## src/verilog/spi_core_pkg.sv

```systemverilog
package spi_core_pkg;

    // ****************************************
    // Clock and sizing
    // ****************************************
    localparam int CLOCK_HZ = 40_000_000;
    localparam int CLOCK_PERIOD_NS = 25;
    localparam int MAX_WIDTH = 16;
    localparam int MAX_SLAVES = 16;
    localparam int MIN_DIVISOR = 2;
    localparam int SYNC_STAGES = 2;

    // ****************************************
    // Reset values
    // ****************************************
    localparam logic [MAX_SLAVES-1:0] SELECT_IDLE = 16'hFFFF;
    localparam logic RX_VALID_RESET = 1'h0;
    localparam logic TX_READY_RESET = 1'h1;

    // ****************************************
    // Carriers
    // ****************************************
    typedef struct packed {
        logic sclk;
        logic ss_n;
        logic mosi;
        logic miso;
    } spi_pins_t;

    typedef struct packed {
        logic write;
        logic [MAX_WIDTH-1:0] data;
    } tx_req_t;

    typedef enum {
        ST_IDLE,
        ST_DELAY,
        ST_SHIFT,
        ST_END
    } master_state_t;

endpackage

```

## src/verilog/spi_half_divider.sv

```systemverilog
`timescale 1ns/1ps
`default_nettype none

module spi_half_divider
    import spi_core_pkg::*;
#(
    parameter int HALF = 1
) (
    input wire logic i_clock,
    input wire logic i_resetn,
    input wire logic i_run,
    output logic o_tick
);

    localparam int CW = $clog2(HALF + 1);
    localparam logic [CW-1:0] LAST = CW'(HALF - 1);

    logic [CW-1:0] count;

    // ****************************************
    // Half-period tick, restarted by run
    // ****************************************
    assign o_tick = i_run && (count == LAST);

    always_ff @(posedge i_clock) begin
        if (!i_resetn || !i_run || o_tick) begin
            count <= '0;
        end else begin
            count <= count + CW'(1);
        end
    end

    property p_tick_spacing;
        @(posedge i_clock) disable iff (!i_resetn)
        (HALF > 1 && o_tick) |=> !o_tick;
    endproperty
    a_tick_spacing: assert property (p_tick_spacing) else $error("tick too close");

    property p_tick_needs_run;
        @(posedge i_clock) disable iff (!i_resetn)
        !i_run |-> !o_tick;
    endproperty
    a_tick_needs_run: assert property (p_tick_needs_run) else $error("tick while stopped");

endmodule

`default_nettype wire

```

## src/verilog/spi_input_sync.sv

```systemverilog
`timescale 1ns/1ps
`default_nettype none

module spi_input_sync
    import spi_core_pkg::*;
#(
    parameter int WIDTH = 3
) (
    input wire logic i_clock,
    input wire logic i_resetn,
    input wire logic [WIDTH-1:0] i_d,
    output logic [WIDTH-1:0] o_q
);

    logic [WIDTH-1:0] stage;

    // ****************************************
    // Two flops; only the second is read
    // ****************************************
    always_ff @(posedge i_clock) begin
        if (!i_resetn) begin
            stage <= '1;
            o_q <= '1;
        end else begin
            stage <= i_d;
            o_q <= stage;
        end
    end

    property p_sync_delay;
        @(posedge i_clock) disable iff (!i_resetn)
        (i_resetn && $past(i_resetn) && $past(i_resetn, 2)) |-> (o_q == $past(i_d, 2));
    endproperty
    a_sync_delay: assert property (p_sync_delay) else $error("sync latency wrong");

endmodule

`default_nettype wire

```

## src/verilog/configurable_spi_core.sv

```systemverilog
`timescale 1ns/1ps
`default_nettype none

module configurable_spi_core
    import spi_core_pkg::*;
#(
    parameter int IS_MASTER = 1,
    parameter int NUM_SLAVES = 1,
    parameter int TARGET_SCLK_HZ = 1_000_000,
    parameter int DELAY_ON = 0,
    parameter int DELAY_NS = 0,
    parameter int DATA_WIDTH = 8,
    parameter int LSB_FIRST = 0,
    parameter int CPOL = 0,
    parameter int CPHA = 0
) (
    input wire logic i_clock,
    input wire logic i_resetn,
    input wire tx_req_t i_tx_req,
    input wire logic [MAX_SLAVES-1:0] i_slave_mask,
    input wire spi_pins_t i_pins,
    output logic [DATA_WIDTH-1:0] o_rx_data,
    output logic o_rx_valid,
    output logic o_tx_ready,
    output logic o_busy,
    output logic o_mosi,
    output logic o_sclk,
    output logic [NUM_SLAVES-1:0] o_ss_n,
    output logic o_miso
);

    // ****************************************
    // Derived timing
    // ****************************************
    localparam int W = DATA_WIDTH;
    localparam int RAW_DIV = 2 * ((CLOCK_HZ + 2 * TARGET_SCLK_HZ - 1) / (2 * TARGET_SCLK_HZ));
    localparam int DIVISOR = (RAW_DIV < MIN_DIVISOR) ? MIN_DIVISOR : RAW_DIV;
    localparam int HALF = DIVISOR / 2;
    localparam int HALF_NS = HALF * CLOCK_PERIOD_NS;
    localparam int DELAY_RAW = (DELAY_ON != 0) ? (DELAY_NS + HALF_NS - 1) / HALF_NS : 0;
    localparam logic [15:0] DELAY_UNITS = 16'(DELAY_RAW);
    localparam logic [5:0] LAST_EDGE = 6'(2 * W - 1);
    localparam logic [4:0] LAST_BIT = 5'(W - 1);
    localparam logic IDLE_LEVEL = 1'(CPOL);
    localparam int LEAD_CYCLES = (DELAY_RAW + 1) * HALF - 1;

    // ****************************************
    // Bit order helpers
    // ****************************************
    function automatic logic first_bit(input logic [W-1:0] s);
        first_bit = (LSB_FIRST != 0) ? s[0] : s[W-1];
    endfunction

    function automatic logic [W-1:0] shift_out(input logic [W-1:0] s);
        shift_out = (LSB_FIRST != 0) ? (s >> 1) : (s << 1);
    endfunction

    function automatic logic [W-1:0] shift_in(input logic [W-1:0] s, input logic b);
        if (LSB_FIRST != 0) begin
            shift_in = (s >> 1) | (W'(b) << (W - 1));
        end else begin
            shift_in = (s << 1) | W'(b);
        end
    endfunction

    // ****************************************
    // Declarations
    // ****************************************
    master_state_t state;
    logic tick;
    logic [15:0] delay_count;
    logic [5:0] edge_count;
    logic [19:0] lead_cycles;
    logic [2:0] synced;
    logic s_sclk;
    logic s_ss_n;
    logic s_mosi;
    logic sclk_prev;
    logic sel_prev;
    logic s_sel;
    logic [4:0] bit_count;
    logic [W-1:0] tx_hold;
    logic [W-1:0] tx_shift;
    logic [W-1:0] rx_shift;
    logic [W-1:0] next_rx;
    logic serial_out;
    logic m_start;
    logic s_start;
    logic start;
    logic edge_now;
    logic lead;
    logic drive_edge;
    logic sample_edge;
    logic word_done;
    logic load;
    logic in_bit;

    // ****************************************
    // Sub-blocks
    // ****************************************
    spi_half_divider #(
        .HALF(HALF)
    ) u_divider (
        .i_clock(i_clock),
        .i_resetn(i_resetn),
        .i_run(state != ST_IDLE),
        .o_tick(tick)
    );

    // Slave pins are asynchronous to us; sclk is oversampled here
    spi_input_sync #(
        .WIDTH(3)
    ) u_sync (
        .i_clock(i_clock),
        .i_resetn(i_resetn),
        .i_d({i_pins.sclk, i_pins.ss_n, i_pins.mosi}),
        .o_q(synced)
    );

    assign s_sclk = synced[2];
    assign s_ss_n = synced[1];
    assign s_mosi = synced[0];
    assign s_sel = !s_ss_n;

    // ****************************************
    // Edge classification, shared by both builds
    // ****************************************
    always_comb begin
        m_start = (state == ST_IDLE) && !o_tx_ready;
        s_start = s_sel && !sel_prev;
        if (IS_MASTER != 0) begin
            start = m_start;
            edge_now = (state == ST_SHIFT) && tick;
            lead = !edge_count[0];
            word_done = (state == ST_END) && tick;
            in_bit = i_pins.miso;
        end else begin
            start = s_start;
            edge_now = s_sel && (s_sclk != sclk_prev);
            lead = (s_sclk != IDLE_LEVEL);
            word_done = 1'b0;
            in_bit = s_mosi;
        end
        drive_edge = edge_now && (lead == (CPHA != 0));
        sample_edge = edge_now && (lead != (CPHA != 0));
        if (IS_MASTER == 0) begin
            word_done = sample_edge && (bit_count == LAST_BIT);
        end
        load = start || ((IS_MASTER == 0) && word_done);
        next_rx = sample_edge ? shift_in(rx_shift, in_bit) : rx_shift;
    end

    // ****************************************
    // Master sequencer
    // ****************************************
    always_ff @(posedge i_clock) begin
        if (!i_resetn) begin
            state <= ST_IDLE;
        end else begin
            case (state)
                ST_IDLE: begin
                    if (IS_MASTER != 0 && m_start) begin
                        state <= (DELAY_UNITS != 16'h0000) ? ST_DELAY : ST_SHIFT;
                    end
                end
                ST_DELAY: begin
                    if (tick && delay_count == DELAY_UNITS - 16'h0001) begin
                        state <= ST_SHIFT;
                    end
                end
                ST_SHIFT: begin
                    if (tick && edge_count == LAST_EDGE) begin
                        state <= ST_END;
                    end
                end
                ST_END: begin
                    if (tick) begin
                        state <= ST_IDLE;
                    end
                end
                default: begin
                    state <= ST_IDLE;
                end
            endcase
        end
    end

    always_ff @(posedge i_clock) begin
        if (!i_resetn || state != ST_DELAY) begin
            delay_count <= 16'h0000;
        end else if (tick) begin
            delay_count <= delay_count + 16'h0001;
        end
    end

    always_ff @(posedge i_clock) begin
        if (!i_resetn || state != ST_SHIFT) begin
            edge_count <= 6'h00;
        end else if (tick) begin
            edge_count <= edge_count + 6'h01;
        end
    end

    // Helper for the lead-time check only
    always_ff @(posedge i_clock) begin
        if (!i_resetn || start) begin
            lead_cycles <= 20'h00000;
        end else if (state != ST_IDLE && lead_cycles != 20'hFFFFF) begin
            lead_cycles <= lead_cycles + 20'h00001;
        end
    end

    // ****************************************
    // Serial clock and selects
    // ****************************************
    always_ff @(posedge i_clock) begin
        if (!i_resetn) begin
            o_sclk <= IDLE_LEVEL;
        end else if (IS_MASTER != 0 && state == ST_SHIFT && tick) begin
            o_sclk <= !o_sclk;
        end else if (state == ST_IDLE) begin
            o_sclk <= IDLE_LEVEL;
        end
    end

    always_ff @(posedge i_clock) begin
        if (!i_resetn) begin
            o_ss_n <= SELECT_IDLE[NUM_SLAVES-1:0];
        end else if (IS_MASTER != 0 && m_start) begin
            o_ss_n <= ~i_slave_mask[NUM_SLAVES-1:0];
        end else if (state == ST_END && tick) begin
            o_ss_n <= SELECT_IDLE[NUM_SLAVES-1:0];
        end
    end

    // ****************************************
    // Slave input tracking
    // ****************************************
    always_ff @(posedge i_clock) begin
        if (!i_resetn) begin
            sclk_prev <= IDLE_LEVEL;
            sel_prev <= 1'b0;
        end else begin
            sclk_prev <= s_sclk;
            sel_prev <= s_sel;
        end
    end

    always_ff @(posedge i_clock) begin
        if (!i_resetn || !s_sel) begin
            bit_count <= 5'h00;
        end else if (sample_edge) begin
            bit_count <= (bit_count == LAST_BIT) ? 5'h00 : bit_count + 5'h01;
        end
    end

    // ****************************************
    // Transmit path
    // ****************************************
    // A write in the load cycle survives: set wins over clear
    always_ff @(posedge i_clock) begin
        if (!i_resetn) begin
            tx_hold <= '0;
            o_tx_ready <= TX_READY_RESET;
        end else if (i_tx_req.write) begin
            tx_hold <= i_tx_req.data[W-1:0];
            o_tx_ready <= 1'b0;
        end else if (load) begin
            o_tx_ready <= 1'b1;
        end
    end

    always_ff @(posedge i_clock) begin
        if (!i_resetn) begin
            tx_shift <= '0;
        end else if (load) begin
            tx_shift <= (start && CPHA == 0) ? shift_out(tx_hold) : tx_hold;
        end else if (drive_edge) begin
            tx_shift <= shift_out(tx_shift);
        end
    end

    // Phase 0 must present bit one before the first edge
    always_ff @(posedge i_clock) begin
        if (!i_resetn) begin
            serial_out <= 1'b0;
        end else if (start && CPHA == 0) begin
            serial_out <= first_bit(tx_hold);
        end else if (drive_edge) begin
            serial_out <= first_bit(tx_shift);
        end
    end

    // Slave miso is never tristated; gate externally if shared
    always_ff @(posedge i_clock) begin
        if (!i_resetn) begin
            o_mosi <= 1'b0;
            o_miso <= 1'b0;
        end else begin
            o_mosi <= (IS_MASTER != 0) ? next_mosi_bit() : 1'b0;
            o_miso <= (IS_MASTER != 0) ? 1'b0 : next_mosi_bit();
        end
    end

    function automatic logic next_mosi_bit();
        if (start && CPHA == 0) begin
            next_mosi_bit = first_bit(tx_hold);
        end else if (drive_edge) begin
            next_mosi_bit = first_bit(tx_shift);
        end else begin
            next_mosi_bit = serial_out;
        end
    endfunction

    // ****************************************
    // Receive path
    // ****************************************
    always_ff @(posedge i_clock) begin
        if (!i_resetn) begin
            rx_shift <= '0;
        end else begin
            rx_shift <= next_rx;
        end
    end

    always_ff @(posedge i_clock) begin
        if (!i_resetn) begin
            o_rx_data <= '0;
            o_rx_valid <= RX_VALID_RESET;
        end else begin
            o_rx_valid <= word_done;
            if (word_done) begin
                o_rx_data <= next_rx;
            end
        end
    end

    always_ff @(posedge i_clock) begin
        if (!i_resetn) begin
            o_busy <= 1'b0;
        end else begin
            o_busy <= (IS_MASTER != 0) ? (state != ST_IDLE) : s_sel;
        end
    end

    // ****************************************
    // Checks
    // ****************************************
    property p_sclk_idle;
        @(posedge i_clock) disable iff (!i_resetn)
        (state == ST_IDLE && !$past(tick)) |=> (o_sclk == IDLE_LEVEL);
    endproperty
    a_sclk_idle: assert property (p_sclk_idle) else $error("sclk not at idle level");

    property p_select_idle;
        @(posedge i_clock) disable iff (!i_resetn)
        (IS_MASTER != 0 && state == ST_END && tick) |=> (&o_ss_n);
    endproperty
    a_select_idle: assert property (p_select_idle) else $error("select left low");

    property p_delay_quiet;
        @(posedge i_clock) disable iff (!i_resetn)
        (state == ST_DELAY) |=> $stable(o_sclk) && !(&o_ss_n);
    endproperty
    a_delay_quiet: assert property (p_delay_quiet) else $error("sclk moved in delay");

    property p_lead_time;
        @(posedge i_clock) disable iff (!i_resetn)
        (IS_MASTER != 0 && state == ST_SHIFT && tick && edge_count == 6'h00)
            |-> (lead_cycles == 20'(LEAD_CYCLES));
    endproperty
    a_lead_time: assert property (p_lead_time) else $error("select lead wrong");

    property p_rx_move;
        @(posedge i_clock) disable iff (!i_resetn)
        word_done |=> o_rx_valid && (o_rx_data == $past(next_rx));
    endproperty
    a_rx_move: assert property (p_rx_move) else $error("rx word not moved");

    property p_tx_copy;
        @(posedge i_clock) disable iff (!i_resetn)
        (load && !i_tx_req.write) |=> o_tx_ready;
    endproperty
    a_tx_copy: assert property (p_tx_copy) else $error("tx hold not freed");

    property p_out_stable;
        @(posedge i_clock) disable iff (!i_resetn)
        (IS_MASTER != 0 && sample_edge) |=> $stable(o_mosi);
    endproperty
    a_out_stable: assert property (p_out_stable) else $error("mosi moved on sample edge");

    property p_edge_total;
        @(posedge i_clock) disable iff (!i_resetn)
        (state == ST_SHIFT && tick && edge_count == LAST_EDGE) |=> (o_sclk == IDLE_LEVEL);
    endproperty
    a_edge_total: assert property (p_edge_total) else $error("odd sclk edge count");

    property p_slave_first;
        @(posedge i_clock) disable iff (!i_resetn)
        (IS_MASTER == 0 && CPHA == 0 && s_start) |=> (o_miso == first_bit($past(tx_hold)));
    endproperty
    a_slave_first: assert property (p_slave_first) else $error("slave first bit late");

endmodule

`default_nettype wire

```

## config.mk

```make
export PLATFORM = sky130hd
export DESIGN_NAME = configurable_spi_core
export DESIGN_NICKNAME = d
export VERILOG_FILES = /design/src/verilog/spi_core_pkg.sv /design/src/verilog/spi_half_divider.sv /design/src/verilog/spi_input_sync.sv /design/src/verilog/configurable_spi_core.sv
export SDC_FILE = /design/constraint.sdc
export NUM_CORES = 1
export LEC_CHECK = 0
export BUFFER_PORTS_ARGS = -buffer_cell sky130_fd_sc_hd__buf_2
export CORE_MARGIN = 2
export CORE_UTILIZATION = 49
export CTS_CLUSTER_DIAMETER = 200
export DETAILED_ROUTE_END_ITERATION = 10
export PLACE_DENSITY_LB_ADDON = 0.15
export REMOVE_ABC_BUFFERS = 1
export SYNTH_ARGS = -nofsm -noshare
export SYNTH_HDL_FRONTEND = slang
export SYNTH_SLANG_ARGS = --single-unit
export TNS_END_PERCENT = 100
```

## constraint.sdc

```tcl
create_clock -name i_clock -period 1.8 [get_ports i_clock]
set_input_delay 0.36 -clock i_clock [delete_from_list [all_inputs] [get_ports i_clock]]
set_output_delay 0.36 -clock i_clock [all_outputs]
set_load 0.1 [all_outputs]
```

# == Word level (Yosys, flattened, before mapping) ==
# Index checks and enable logic that the tools add are counted.
# word_totals
register_bits,96
input_bits,39
out_inout_bits,15
wordCells,74
# classes
n_addsub,3
n_eq_ne,14
mux,16
bitwise,2
n_reduce_logical,25
# op_table
operator,count
$mux W32,4
$pmux W32 S4,1
$eq A32 B2 Y1 const B,2
$eq A32 B3 Y1 const B,2
$logic_not A32 Y1,2
$eq A32 B1 Y1 const B,1
$ne A32 B2 Y1 const B,1
$ne A32 B3 Y1 const B,1
$reduce_bool A32 Y1,1
$mux W8,3
$add A16 B1 Y16 const B,1
$eq A16 B16 Y1 const B,1
$logic_and A1 B1 Y1,8
$mux W1,8
$ne A2 B2 Y1 const B,4
$or A8 B1 Y8,1
$reduce_bool A2 Y1,4
$add A6 B1 Y6 const B,1
$eq A6 B4 Y1 const B,1
$add A5 B1 Y5 const B,1
$eq A5 B5 Y1 const B,1
$logic_not A1 Y1,5
$logic_or A1 B1 Y1,4
$reduce_and A4 Y1,1
$not A1 Y1,1

# == Logic depth before layout (Yosys ltp) ==
# Gate-level depths: netlist (run 1).
# logic_depth
ltp_word,6
mapped_depth,7
mapped_depth_nobuf,5

# == By module ==
# From an unflattened synthesis (run 1), not the netlist that was laid out.
# unflattened
cells_unflattened,300
hier_area_um2,2687.6
# modules_own_cells
mod,n_inst,cells_each,area_each_um2,seq_area_each_um2
configurable_spi_core,1,280,2476.1,1221.2
spi_half_divider,1,20,211.5,100.1

# == Least setup slack after synthesis (run 1) ==
# Ideal clock, no wire load.
# synth_timing
path_kind,register -> register
from,register o_tx_ready
to,register serial_out
arrival_ns,1.910
required_time_ns,1.683
slack_ns,-0.227
path_stages_with_launch,6
n_path_buf,2
synth_period_minus_slack_ns,2.027
cell_sequence,dfxtp_1 -> clkbuf_1 -> nor3_1 -> o21bai_1 -> buf_2 -> o211a_1
# synth_via
elab_chain_len,3
elab_cells_between_ends,4
cone_classes,1 x mux; 3 x reduce/logical
# synth_lines
item,line_no,rtl
"start, declared",configurable_spi_core.sv:24,"output logic o_tx_ready,"
"start signal, assigned",configurable_spi_core.sv:264,o_tx_ready <= TX_READY_RESET;
"start signal, assigned",configurable_spi_core.sv:267,o_tx_ready <= 1'b0;
"start signal, assigned",configurable_spi_core.sv:269,o_tx_ready <= 1'b1;
$logic_not A1 Y1 (*),configurable_spi_core.sv:129,m_start = (state == ST_IDLE) && !o_tx_ready;
$logic_and A1 B1 Y1 (*),configurable_spi_core.sv:129,
$mux W1 or $reduce_bool A2 Y1 (tied branches),n/a,
"end signal, assigned",configurable_spi_core.sv:288,serial_out <= first_bit(tx_hold);
"end signal, assigned",configurable_spi_core.sv:290,serial_out <= first_bit(tx_shift);
"end, declared",configurable_spi_core.sv:86,logic serial_out;
# Every way passes the cells marked *; elsewhere a longest branch is shown, timed or not.
# A chain may end at the register's enable or synchronous reset.

# == Worst setup path after layout (run 1) ==
# layout_timing
from,register o_tx_ready
to,output o_tx_ready
# No word-level cell between the ends.

==> key figures, run 1 <==
Pwr
  • Total power: about 3.2 mW
  • Max VDD drop: ~0.00055 V
  • Leakage power: between 1 and 1.5 nW
  • Pwr dens: around 950 nW/um^2

Timing
  • Max-slew violations: 0
  • Max Fclk: a little under 0.6 GHz
  • Unrepaired setup endpoints after global routing: no
  • Final hold vios: 0
  • Minimum clock period: approximately 1.7 ns
  • Final period util: 94.0%
  • Max Clock Skew: roughly 0.011 ns
  • Final setup vio count: 0

Setup path
  • Critical path class: flip-flop to output pin
  • Critical path peak fanout: 10
  • Crit path capture type: output pin
  • CP Depth: 1
  • Sequence of cells on the critical path: buf_2
  • R2R cell count: 5
  • Element type at the critical path start: flip-flop
  • Worst EP required: 1.44 ns
  • Top delay family on crit path: buffers and inverters
  • CP bufs+invs: 1
  • Crit path DAT: ~1.3 ns
  • Critical path's largest stage delay: around 0.50 ns
  • CP max-delay cell: buf_2

Placement
  • Placed insts: 404
  • GP Congestion: between 0.7 and 0.8
  • IO buf count: 26
  • HPWL after detailed placement: ~3.6 mm

Floorplanning
  • DIE WIDTH: ~80 um
  • Die Ht: about 80 um
  • Core area: about 5500 um^2
  • IO Pins: 54
  • Initial Utilization: 50.8%
  • # rows: 27
  • Die area: about 6400 um^2

Min path
  • Worst hold stages: 4
  • Hold Path Class: input port to flip-flop

Routing
  • Routed WL per cell: 12.8 um
  • Residual DRC: 0
  • Post-route antenna net violation count: 0
  • Vias per cell: approximately 5.3
  • 1st-pass router iterations: 4
  • Initial DRC Count: 81
  • Vias: ~2200
  • WL final: about 5.4 mm

Yosys
  • Mapped Area: approximately 2800 um^2
  • Async S/R FF share, synth: 0%
  • Synth warn: 0
  • Count of flip-flops with a built-in enable after synthesis: 0
  • Seq cells post-synth: 66
  • Post-synthesis sequential area ratio: between 40% and 50%
  • Ys flop type: dfxtp_1
  • Unique cell type count in the Yosys netlist: between 40 and 50
  • Synthesized instance count: 307
  • Syn avg cell area: approximately 9 um^2

Layout
  • Commonest cells after routing, fill and taps aside: dfxtp_1, nand2_1, buf_2, nor2_1, buf_4
  • # nets final: slightly below 400
  • Synth-to-layout area growth: 19.3%
  • Final core occ: around three fifths
  • Finished Layout Cells: 420
  • Fill cells: around 500
  • Commonest non-fill, non-tap cell in the layout: dfxtp_1
  • Antenna cells: 0
  • Share of layout cells above drive strength 1: about 20%

CTS
  • Num CTS Buffers: 9
  • Root Buffer: clkbuf_8
  • Clk sinks: 66
  • Clock latency on the worst-skew pair: 0.34 ns
  • Post-CTS setup buffers: 0
  • Clk buf depth: 2
  • Htree depth: 3
  • Clock tree from TritonCTS: done
  • Clock transition at path regs: ~0.07 ns

Global routing
  • Total gr overflow: 0
  • First-pass GRT wire length: slightly above 9 mm
  • Antenna violations before repair: 0
  • GRT Total Usage: around a fifth
  • Largest net degree at the start of global routing: 33
  • Number of global-route vias before repair: between 2000 and 2500

Flow run
  • Max_cap viols: 0

Outcome
  • Status: finished clean
-- path summary, 6_finish.rpt --
path | startpoint | slack [ns] | end
setup / recovery | o_tx_ready | 0.11 | o_tx_ready
setup reg to reg | u_divider.count[0] | 0.12 | delay_count[9]
hold / removal | i_slave_mask[0] | 0.28 | o_ss_n
hold reg to reg | o_rx_data[7] | 0.46 | o_rx_data[7]
-- timing repair --
action / 4_1_cts / 5_1_grt
resized for setup: 2 / 5
setup endpoints to repair: 6 / 16
pin swaps: 0 / 0
hold buffers: 0 / 0
-- cell usage after synthesis (3+ instances only) --
cell type	n	share of area [%]
mux2i_1	16	5.7
nor3_1	3	0.53
or4_1	8	2.1
a21boi_0	8	2.1
nand4_1	8	1.8
and3_1	3	0.67
inv_1	6	0.80
xnor2_1	6	1.9
o31ai_1	9	2.4
xor2_1	9	2.8
nor2_1	22	2.9
nor2b_1	16	3.6
nor4_1	3	0.67
o21ai_0	12	2.1
dfxtp_1	66	47
and2_1	4	0.89
o211a_1	7	2.5
a21oi_1	10	1.8
nand2_1	32	4.3
clkbuf_1	13	1.7
buf_2	5	0.89
ha_1	3	1.3
nand3_1	18	3.2
-- layer usage --
metal | up-vias | GRT usage (%) | share of wire [%]
met5 | - | 0 | 0
met4 | 0 | 9.66 | 1.6
met3 | 9 | 4.52 | 3.6
met2 | 32 | 30.9 | 45
met1 | 1025 | 22.8 | 49
li1 | 1157 | - | -
-- area by class of cell --
| type | count | area, um^2 | share of cell area, % |
|---|---|---|---|
| Clock buffer | 10 | 128 | 3.80 |
| Clock inverter | 6 | 115 | 3.43 |
| Inverter | 7 | 26.3 | 0.782 |
| Multi-Input combinational cell | 215 | 1410 | 42.0 |
| Sequential cell | 66 | 1320 | 39.4 |
| Tap cell | 72 | 90.1 | 2.68 |
| Timing Repair Buffer | 44 | 265 | 7.90 |
-- cells by family (layout without fill, tap and decap cells) --
logic type	Yosys count	count (layout)	synth area share [%]
buffers and inverters	26	67	3.82
AO/OA/AOI/OAI	54	54	13.1
adder cells (fa/ha/maj)	3	3	1.33
XOR/XNOR	15	15	4.67
multiplexers	16	16	5.69
other	1	1	0.133
flip-flops	66	66	46.9
AND/OR/NAND/NOR	126	126	24.3
-- state kept, by name (all words and copies together) (netlist names) --
register         flops
o_rx_data            8
tx_shift             7
o_tx_ready           1
serial_out           1
tx_hold              8
o_busy               1
delay_count         16
o_rx_valid           1
o_sclk               1
rx_shift             8
edge_count           6
o_ss_n               1
state                2
u_divider.count      5
-- power breakdown --
part	total (mW)	switching (mW)	internal, mW
clock	1.49	0.566	0.925
sequential	1.51	0.0172	1.49
combinational	0.182	0.118	0.0642
-- stage by stage --
stage	cell area [um^2]	setup TNS, ns	setup slack, ns	hold slack (ns)
2_1_floorplan	2730	-5.07	-0.607	0.418
3_3_place_gp	3090	0	0.00544	0.446
3_5_place_dp	3090	-0.0596	-0.0223	0.454
4_1_cts	3340	0	0.0251	0.260
5_1_grt	3360	0	0.0230	0.282
6_report	3360	0	0.109	0.276
No activity file was read; power rests on OpenSTA's default activity.
==> inputs of run 2 (changes only) <==
CORE_UTILIZATION = 51   (was 49)
CTS_BUF_LIST = sky130_fd_sc_hd__clkbuf_8   (was not set)
==> run 2 against run 1 <==
Net effect:
- worst setup slack got worse by 0.019 ns
- largest cell class unchanged
- cell count grew 0.48%
- register-to-register slack lost 0.03 ns
- highest routed layer unchanged
- via count fell by 0.90%
- clock skew is 0.0043 ns lower
- design area shrank 1.3%
- global-route usage increased by 0.065 points
- non-clock buffer count rose by 2
- core utilization rose by 0.68 points
- worst hold slack improved by 0.0084 ns
- combinational power barely moved
==> key figures, run 2 (synthesized netlist as in run 1, its figures left out) <==
Floorplanning
  • Initial Utilization: 52.1%
  • Die Ht: about 78 um
  • IO Pins: 54
  • Die area: 6130 um^2
  • Core area: between 5000 and 6000 um^2
  • # rows: 27
  • DIE WIDTH: around 78 um

CTS
  • Clock latency on the worst-skew pair: ~0.33 ns
  • Root Buffer: clkbuf_8
  • Clock transition at path regs: ~0.070 ns
  • Num CTS Buffers: 9
  • Htree depth: 3
  • Clk sinks: between 60 and 70
  • Clk buf depth: 2
  • Cts hold-fix bufs: 0
  • Clock tree from TritonCTS: done

Min path
  • Hold Path Class: input port to flip-flop

Routing
  • 1st-pass router iterations: 4
  • WL final: ~5.4 mm
  • Vias: between 2000 and 2500
  • Vias per cell: between 5 and 6
  • Post-route antenna net violation count: 0
  • Met2 WL post-DR: about 2.4 mm
  • Residual DRC: 0
  • Max layer used: met4
  • Initial DRC Count: 99
  • Routed WL per cell: 12.7 um
  • WL met3: about 180 um
  • Met1 wire length: between 2 and 3 mm

Global routing
  • Largest net degree at the start of global routing: 28
  • Antenna violations before repair: 0
  • GRT Total Usage: a little under a fifth
  • Number of global-route vias before repair: 2032
  • Total gr overflow: 0
  • First-pass GRT wire length: 9.09 mm

Setup path
  • Critical path peak fanout: 8
  • Element type at the critical path start: flip-flop
  • Sequence of cells on the critical path: ha_2 -> and4bb_4 -> nand3_2 -> or4_1 -> a21oi_1
  • Critical path's largest stage delay: about 0.43 ns
  • CP bufs+invs: 0
  • Worst EP required: between 2 and 2.5 ns
  • Crit path capture type: flip-flop
  • Critical path class: flip-flop to flip-flop
  • CP max-delay cell: or4_1
  • Crit path DAT: 1.97 ns
  • Top delay family on crit path: simple AND/OR/NAND/NOR gates

Placement
  • IO buf count: 26
  • Placed Area: ~3100 um^2
  • GP Congestion: 0.791
  • HPWL after detailed placement: between 3 and 4 mm
  • Placement Setup Slack: -0.0536 ns

Layout
  • Synth-to-layout area growth: 17.7%
  • Largest reg by FF count: delay_count
  • Share of layout cells above drive strength 1: around a fifth
  • # nets final: slightly below 400
  • Number of flip-flops in the largest register: 16
  • Design area: between 3000 and 4000 um^2
  • Commonest non-fill, non-tap cell in the layout: dfxtp_1
  • Commonest cells after routing, fill and taps aside: dfxtp_1, nand2_1, buf_2, nor2_1, buf_4
  • Antenna cells: 0
  • Final core occ: 61.3%

Pwr
  • Switching portion of total power: a little under a quarter
  • Clock power share: between 40% and 50%
  • Seq pwr share: 53.3%
  • Net switching power figure: between 0.6 and 0.7 mW
  • Max VDD drop: 0.000636 V
  • Logic pwr share: approximately 6.4%
  • Leakage power: between 1 and 1.5 nW
  • Int Pwr: approximately 2.2 mW
  • Pwr dens: between 800 and 900 nW/um^2

Timing
  • Minimum clock period: roughly 1.7 ns
  • Hold WS: between 0.2 and 0.3 ns
  • Final hold vios: 0
  • Final period util: a little over nine tenths
  • Final TNS setup: 0 ns
  • Unrepaired setup endpoints after global routing: no
  • Max Clock Skew: 0.00673 ns
  • Max-slew violations: 0
  • Max Fclk: between 0.5 and 0.6 GHz
  • Final setup vio count: 0
  • Fin worst setup slack: roughly 0.09 ns

Flow run
  • Max_cap viols: 0

Outcome
  • Status: finished clean
run 2: cell types whose count changed in the layout (fill, tap and decap cells not counted), moves of 2 or more:
cell	delta
clkinv_4	-2
dfxtp_1	+2
bufinv_16	-2
dfxtp_2	-2
inv_1	+4
clkinv_2	+2
run 2: area by class of cell:
class | instances | area (um^2)
inverter | 7 | 26.3
sequential | 66 | 1320
timing repair buffer | 46 | 293
clock inverter | 7 | 55.1
clock buffer | 9 | 124
multi-input combinational | 215 | 1400
fill | 483 | 2090
tap | 72 | 90.1
run 2: through the flow:
| step | total power [mW] | cells |
|---|---|---|
| floorplan | 1.65 | 288 |
| global placement | 1.72 | 406 |
| detailed placement | 1.72 | 406 |
| CTS | 2.86 | 422 |
| global route | 2.95 | 422 |
| finish | 2.83 | 422 |
run 2: tightest hold or removal path: stages:
cell and delay (ns):
buf_2 0.08, mux2i_1 0.05, nor2b_1 0.09
run 2: routing by layer:
| layer | track usage (%) | vias up |
|---|---|---|
| met5 | 0 | - |
| met4 | 10.9 | 0 |
| met3 | 4.71 | 5 |
| met2 | 29.4 | 36 |
| met1 | 23.7 | 1007 |
| li1 | - | 1155 |
run 2: final timing paths:
| path | start | end | slack, ns | depth (start not counted) |
|---|---|---|---|---|
| setup / recovery | u_divider.count[1] | delay_count[10] | 0.09 | 5 |
| hold / removal | i_tx_req[4] | tx_hold[4] | 0.28 | 3 |
| setup reg to reg | u_divider.count[1] | delay_count[10] | 0.09 | 5 |
| hold reg to reg | o_rx_data[0] | o_rx_data[0] | 0.46 | 2 |
run 2: power by group through the flow:
stage	Clock (mW)	Sequential [mW]	Combinational, mW
2_1_floorplan	0	1.57	0.0796
3_3_place_gp	0	1.54	0.180
3_5_place_dp	0	1.54	0.182
4_1_cts	1.17	1.51	0.183
5_1_grt	1.25	1.51	0.198
6_report	1.14	1.51	0.181
run 2: timing repair:
item	4_1_cts	5_1_grt
endpoints found under the setup margin	7	13
pin swaps	0	1
resized for setup	2	3
buffers inserted	0	0
gates cloned	0	0
endpoints found under the hold margin	0	0
==> inputs of run 3 (changes only) <==
RECOVER_POWER = 50   (was not set)
==> run 3 against run 2 <==
Net effect:
- non-clock buffer count is the same
- power down 0.16%
- clock skew fell by 0.00080 ns
- combinational power hardly changed
- clock power barely moved
- design area is 0.60% lower
- clock-buffer cell count unchanged
- routed wire length is 0.67% lower
- first-iteration DRC count fell by 4.0%
- worst setup slack gained 0.0038 ns
==> key figures, run 3 (synthesized netlist as in run 1, its figures left out) <==
CTS
  • Clock tree from TritonCTS: done
  • Clock transition at path regs: 0.07 ns
  • Cts hold-fix bufs: 0
  • Htree depth: 3
  • Root Buffer: clkbuf_8
  • Clk buf depth: 2
  • Num CTS Buffers: 9
  • Clk sinks: 66
  • Clock latency on the worst-skew pair: between 0.3 and 0.4 ns

Pwr
  • Total power: between 2 and 3 mW
  • Pwr dens: around 860 nW/um^2
  • Max VDD drop: about 0.0006 V
  • Leakage power: 1.23 nW

Setup path
  • R2R cell count: 5
  • Critical path peak fanout: 8
  • Worst EP required: 2.06 ns
  • Crit path capture type: flip-flop
  • Crit path DAT: a little under 2 ns
  • Critical path class: flip-flop to flip-flop
  • Element type at the critical path start: flip-flop
  • Worst r2r src: u_divider.count[1]
  • FF-to-FF setup slack: approximately 0.093 ns
  • Critical R2R Capture: delay_count[9]

Min path
  • Hold Path Class: input port to flip-flop
  • Worst min-delay path endpoint: tx_hold[4]
  • Hold_sp: i_tx_req[4]
  • Worst hold stages: 3

Timing
  • Max-slew violations: 0
  • Final period util: a little over nine tenths
  • Unrepaired setup endpoints after global routing: no
  • Minimum clock period: ~1.7 ns
  • Fin worst setup slack: 0.0931 ns
  • Max Clock Skew: around 0.006 ns
  • Pin slew with the least headroom to its limit: 0.628 ns
  • Worst slew margin: between 50% and 60%
  • Final hold vios: 0
  • Max Fclk: roughly 0.59 GHz
  • Final setup vio count: 0
  • Hold WS: between 0.2 and 0.3 ns

Placement
  • HPWL after detailed placement: around 3.6 mm
  • IO buf count: 26
  • Placement Setup Slack: -0.0536 ns
  • GP Congestion: 0.791
  • Placed Area: between 3000 and 4000 um^2

Floorplanning
  • Core area: approximately 5400 um^2
  • Die area: between 6000 and 7000 um^2
  • Die Ht: ~78 um
  • Initial Utilization: about 52%
  • DIE WIDTH: between 70 and 80 um
  • # rows: 27
  • IO Pins: 54

Flow run
  • Max_cap viols: 0

Routing
  • Vias: between 2000 and 2500
  • Vias per cell: roughly 5.2
  • Residual DRC: 0
  • Routed WL per cell: between 10 and 15 um
  • 1st-pass router iterations: 4
  • WL final: approximately 5.3 mm
  • Initial DRC Count: 95
  • Post-route antenna net violation count: 0

Global routing
  • Total gr overflow: 0
  • Antenna violations before repair: 0
  • Largest net degree at the start of global routing: 28
  • GRT Total Usage: approximately a fifth
  • Number of global-route vias before repair: just over 2000
  • First-pass GRT wire length: slightly above 9 mm

Layout
  • Share of layout cells above drive strength 1: 18.3%
  • Largest reg by FF count: delay_count
  • Final core occ: between 60% and 70%
  • # nets final: 387
  • Commonest non-fill, non-tap cell in the layout: dfxtp_1
  • Commonest cells after routing, fill and taps aside: dfxtp_1, nand2_1, nor2_1, nand3_1, buf_4
  • Design area: roughly 3300 um^2
  • Synth-to-layout area growth: 17.0%
  • Antenna cells: 0
  • Number of flip-flops in the largest register: 16
  • Fill cells: 487

Outcome
  • Status: finished clean
run 3: cell types whose count changed in the layout (fill, tap and decap cells not counted):
| cell | previous run | this run |
|---|---|---|
| clkbuf_2 | 0 | 13 |
| buf_4 | 19 | 17 |
| clkbuf_1 | 0 | 3 |
| nand4bb_4 | 1 | 0 |
| nand4bb_2 | 0 | 1 |
| buf_2 | 26 | 12 |
run 3: per-stage QoR:
| step | instances | setup TNS, ns |
|---|---|---|
| 2_1_floorplan | 288 | -5.07 |
| 3_3_place_gp | 406 | 0 |
| 3_5_place_dp | 406 | -0.279 |
| 4_1_cts | 422 | 0 |
| 5_1_grt | 422 | 0 |
| 6_report | 422 | 0 |
run 3: critical path, stage by stage (launching register included):
cell       delay [ns]
dfxtp_1          0.34
ha_2             0.21
nand4bb_2        0.13
or3_4            0.40
or4_1            0.41
a21oi_1          0.15
run 3: how the worst max path moves through the flow:
| stage | startpoint | to | cells past startpoint |
|---|---|---|---|
| 2_1_floorplan | o_tx_ready | tx_shift[2] | 4 |
| 3_3_place_gp | u_divider.count[0] | delay_count[9] | 5 |
| 3_5_place_dp | u_divider.count[1] | delay_count[15] | 5 |
| 4_1_cts | u_divider.count[1] | delay_count[9] | 5 |
| 5_1_grt | u_divider.count[1] | delay_count[9] | 5 |
| 6_report | u_divider.count[1] | delay_count[9] | 5 |
run 3: area by class of cell:
| type | count | area, um^2 | share of cell area, % |
|---|---|---|---|
| Multi-Input combinational cell | 215 | 1390 | 42.3 |
| Sequential cell | 66 | 1320 | 40.1 |
| Timing Repair Buffer | 46 | 284 | 8.62 |
| Clock buffer | 9 | 124 | 3.76 |
| Tap cell | 72 | 90.1 | 2.74 |
| Clock inverter | 7 | 55.1 | 1.67 |
| Inverter | 7 | 26.3 | 0.798 |
run 3: what timing repair did:
| item | in CTS | in global routing |
|---|---|---|
| setup buffers | 0 | 0 |
| endpoints found under the setup margin | 7 | 13 |
| gates resized for setup | 2 | 3 |
| pin swaps | 0 | 1 |
run 3: metal layers:
layer	vias to the layer above	global-route usage, %	wire length, um
li1	1158	-	-
met1	999	23.7	2670
met3	5	4.71	172
met5	-	0	0
met2	36	29.4	2390
met4	0	10.9	87
run 3: report_power, final:
| group | internal (mW) | leakage (nW) | switching, mW |
|---|---|---|---|
| clock | 0.615 | 0.108 | 0.523 |
| combinational | 0.0620 | 0.591 | 0.117 |
| sequential | 1.49 | 0.535 | 0.0163 |
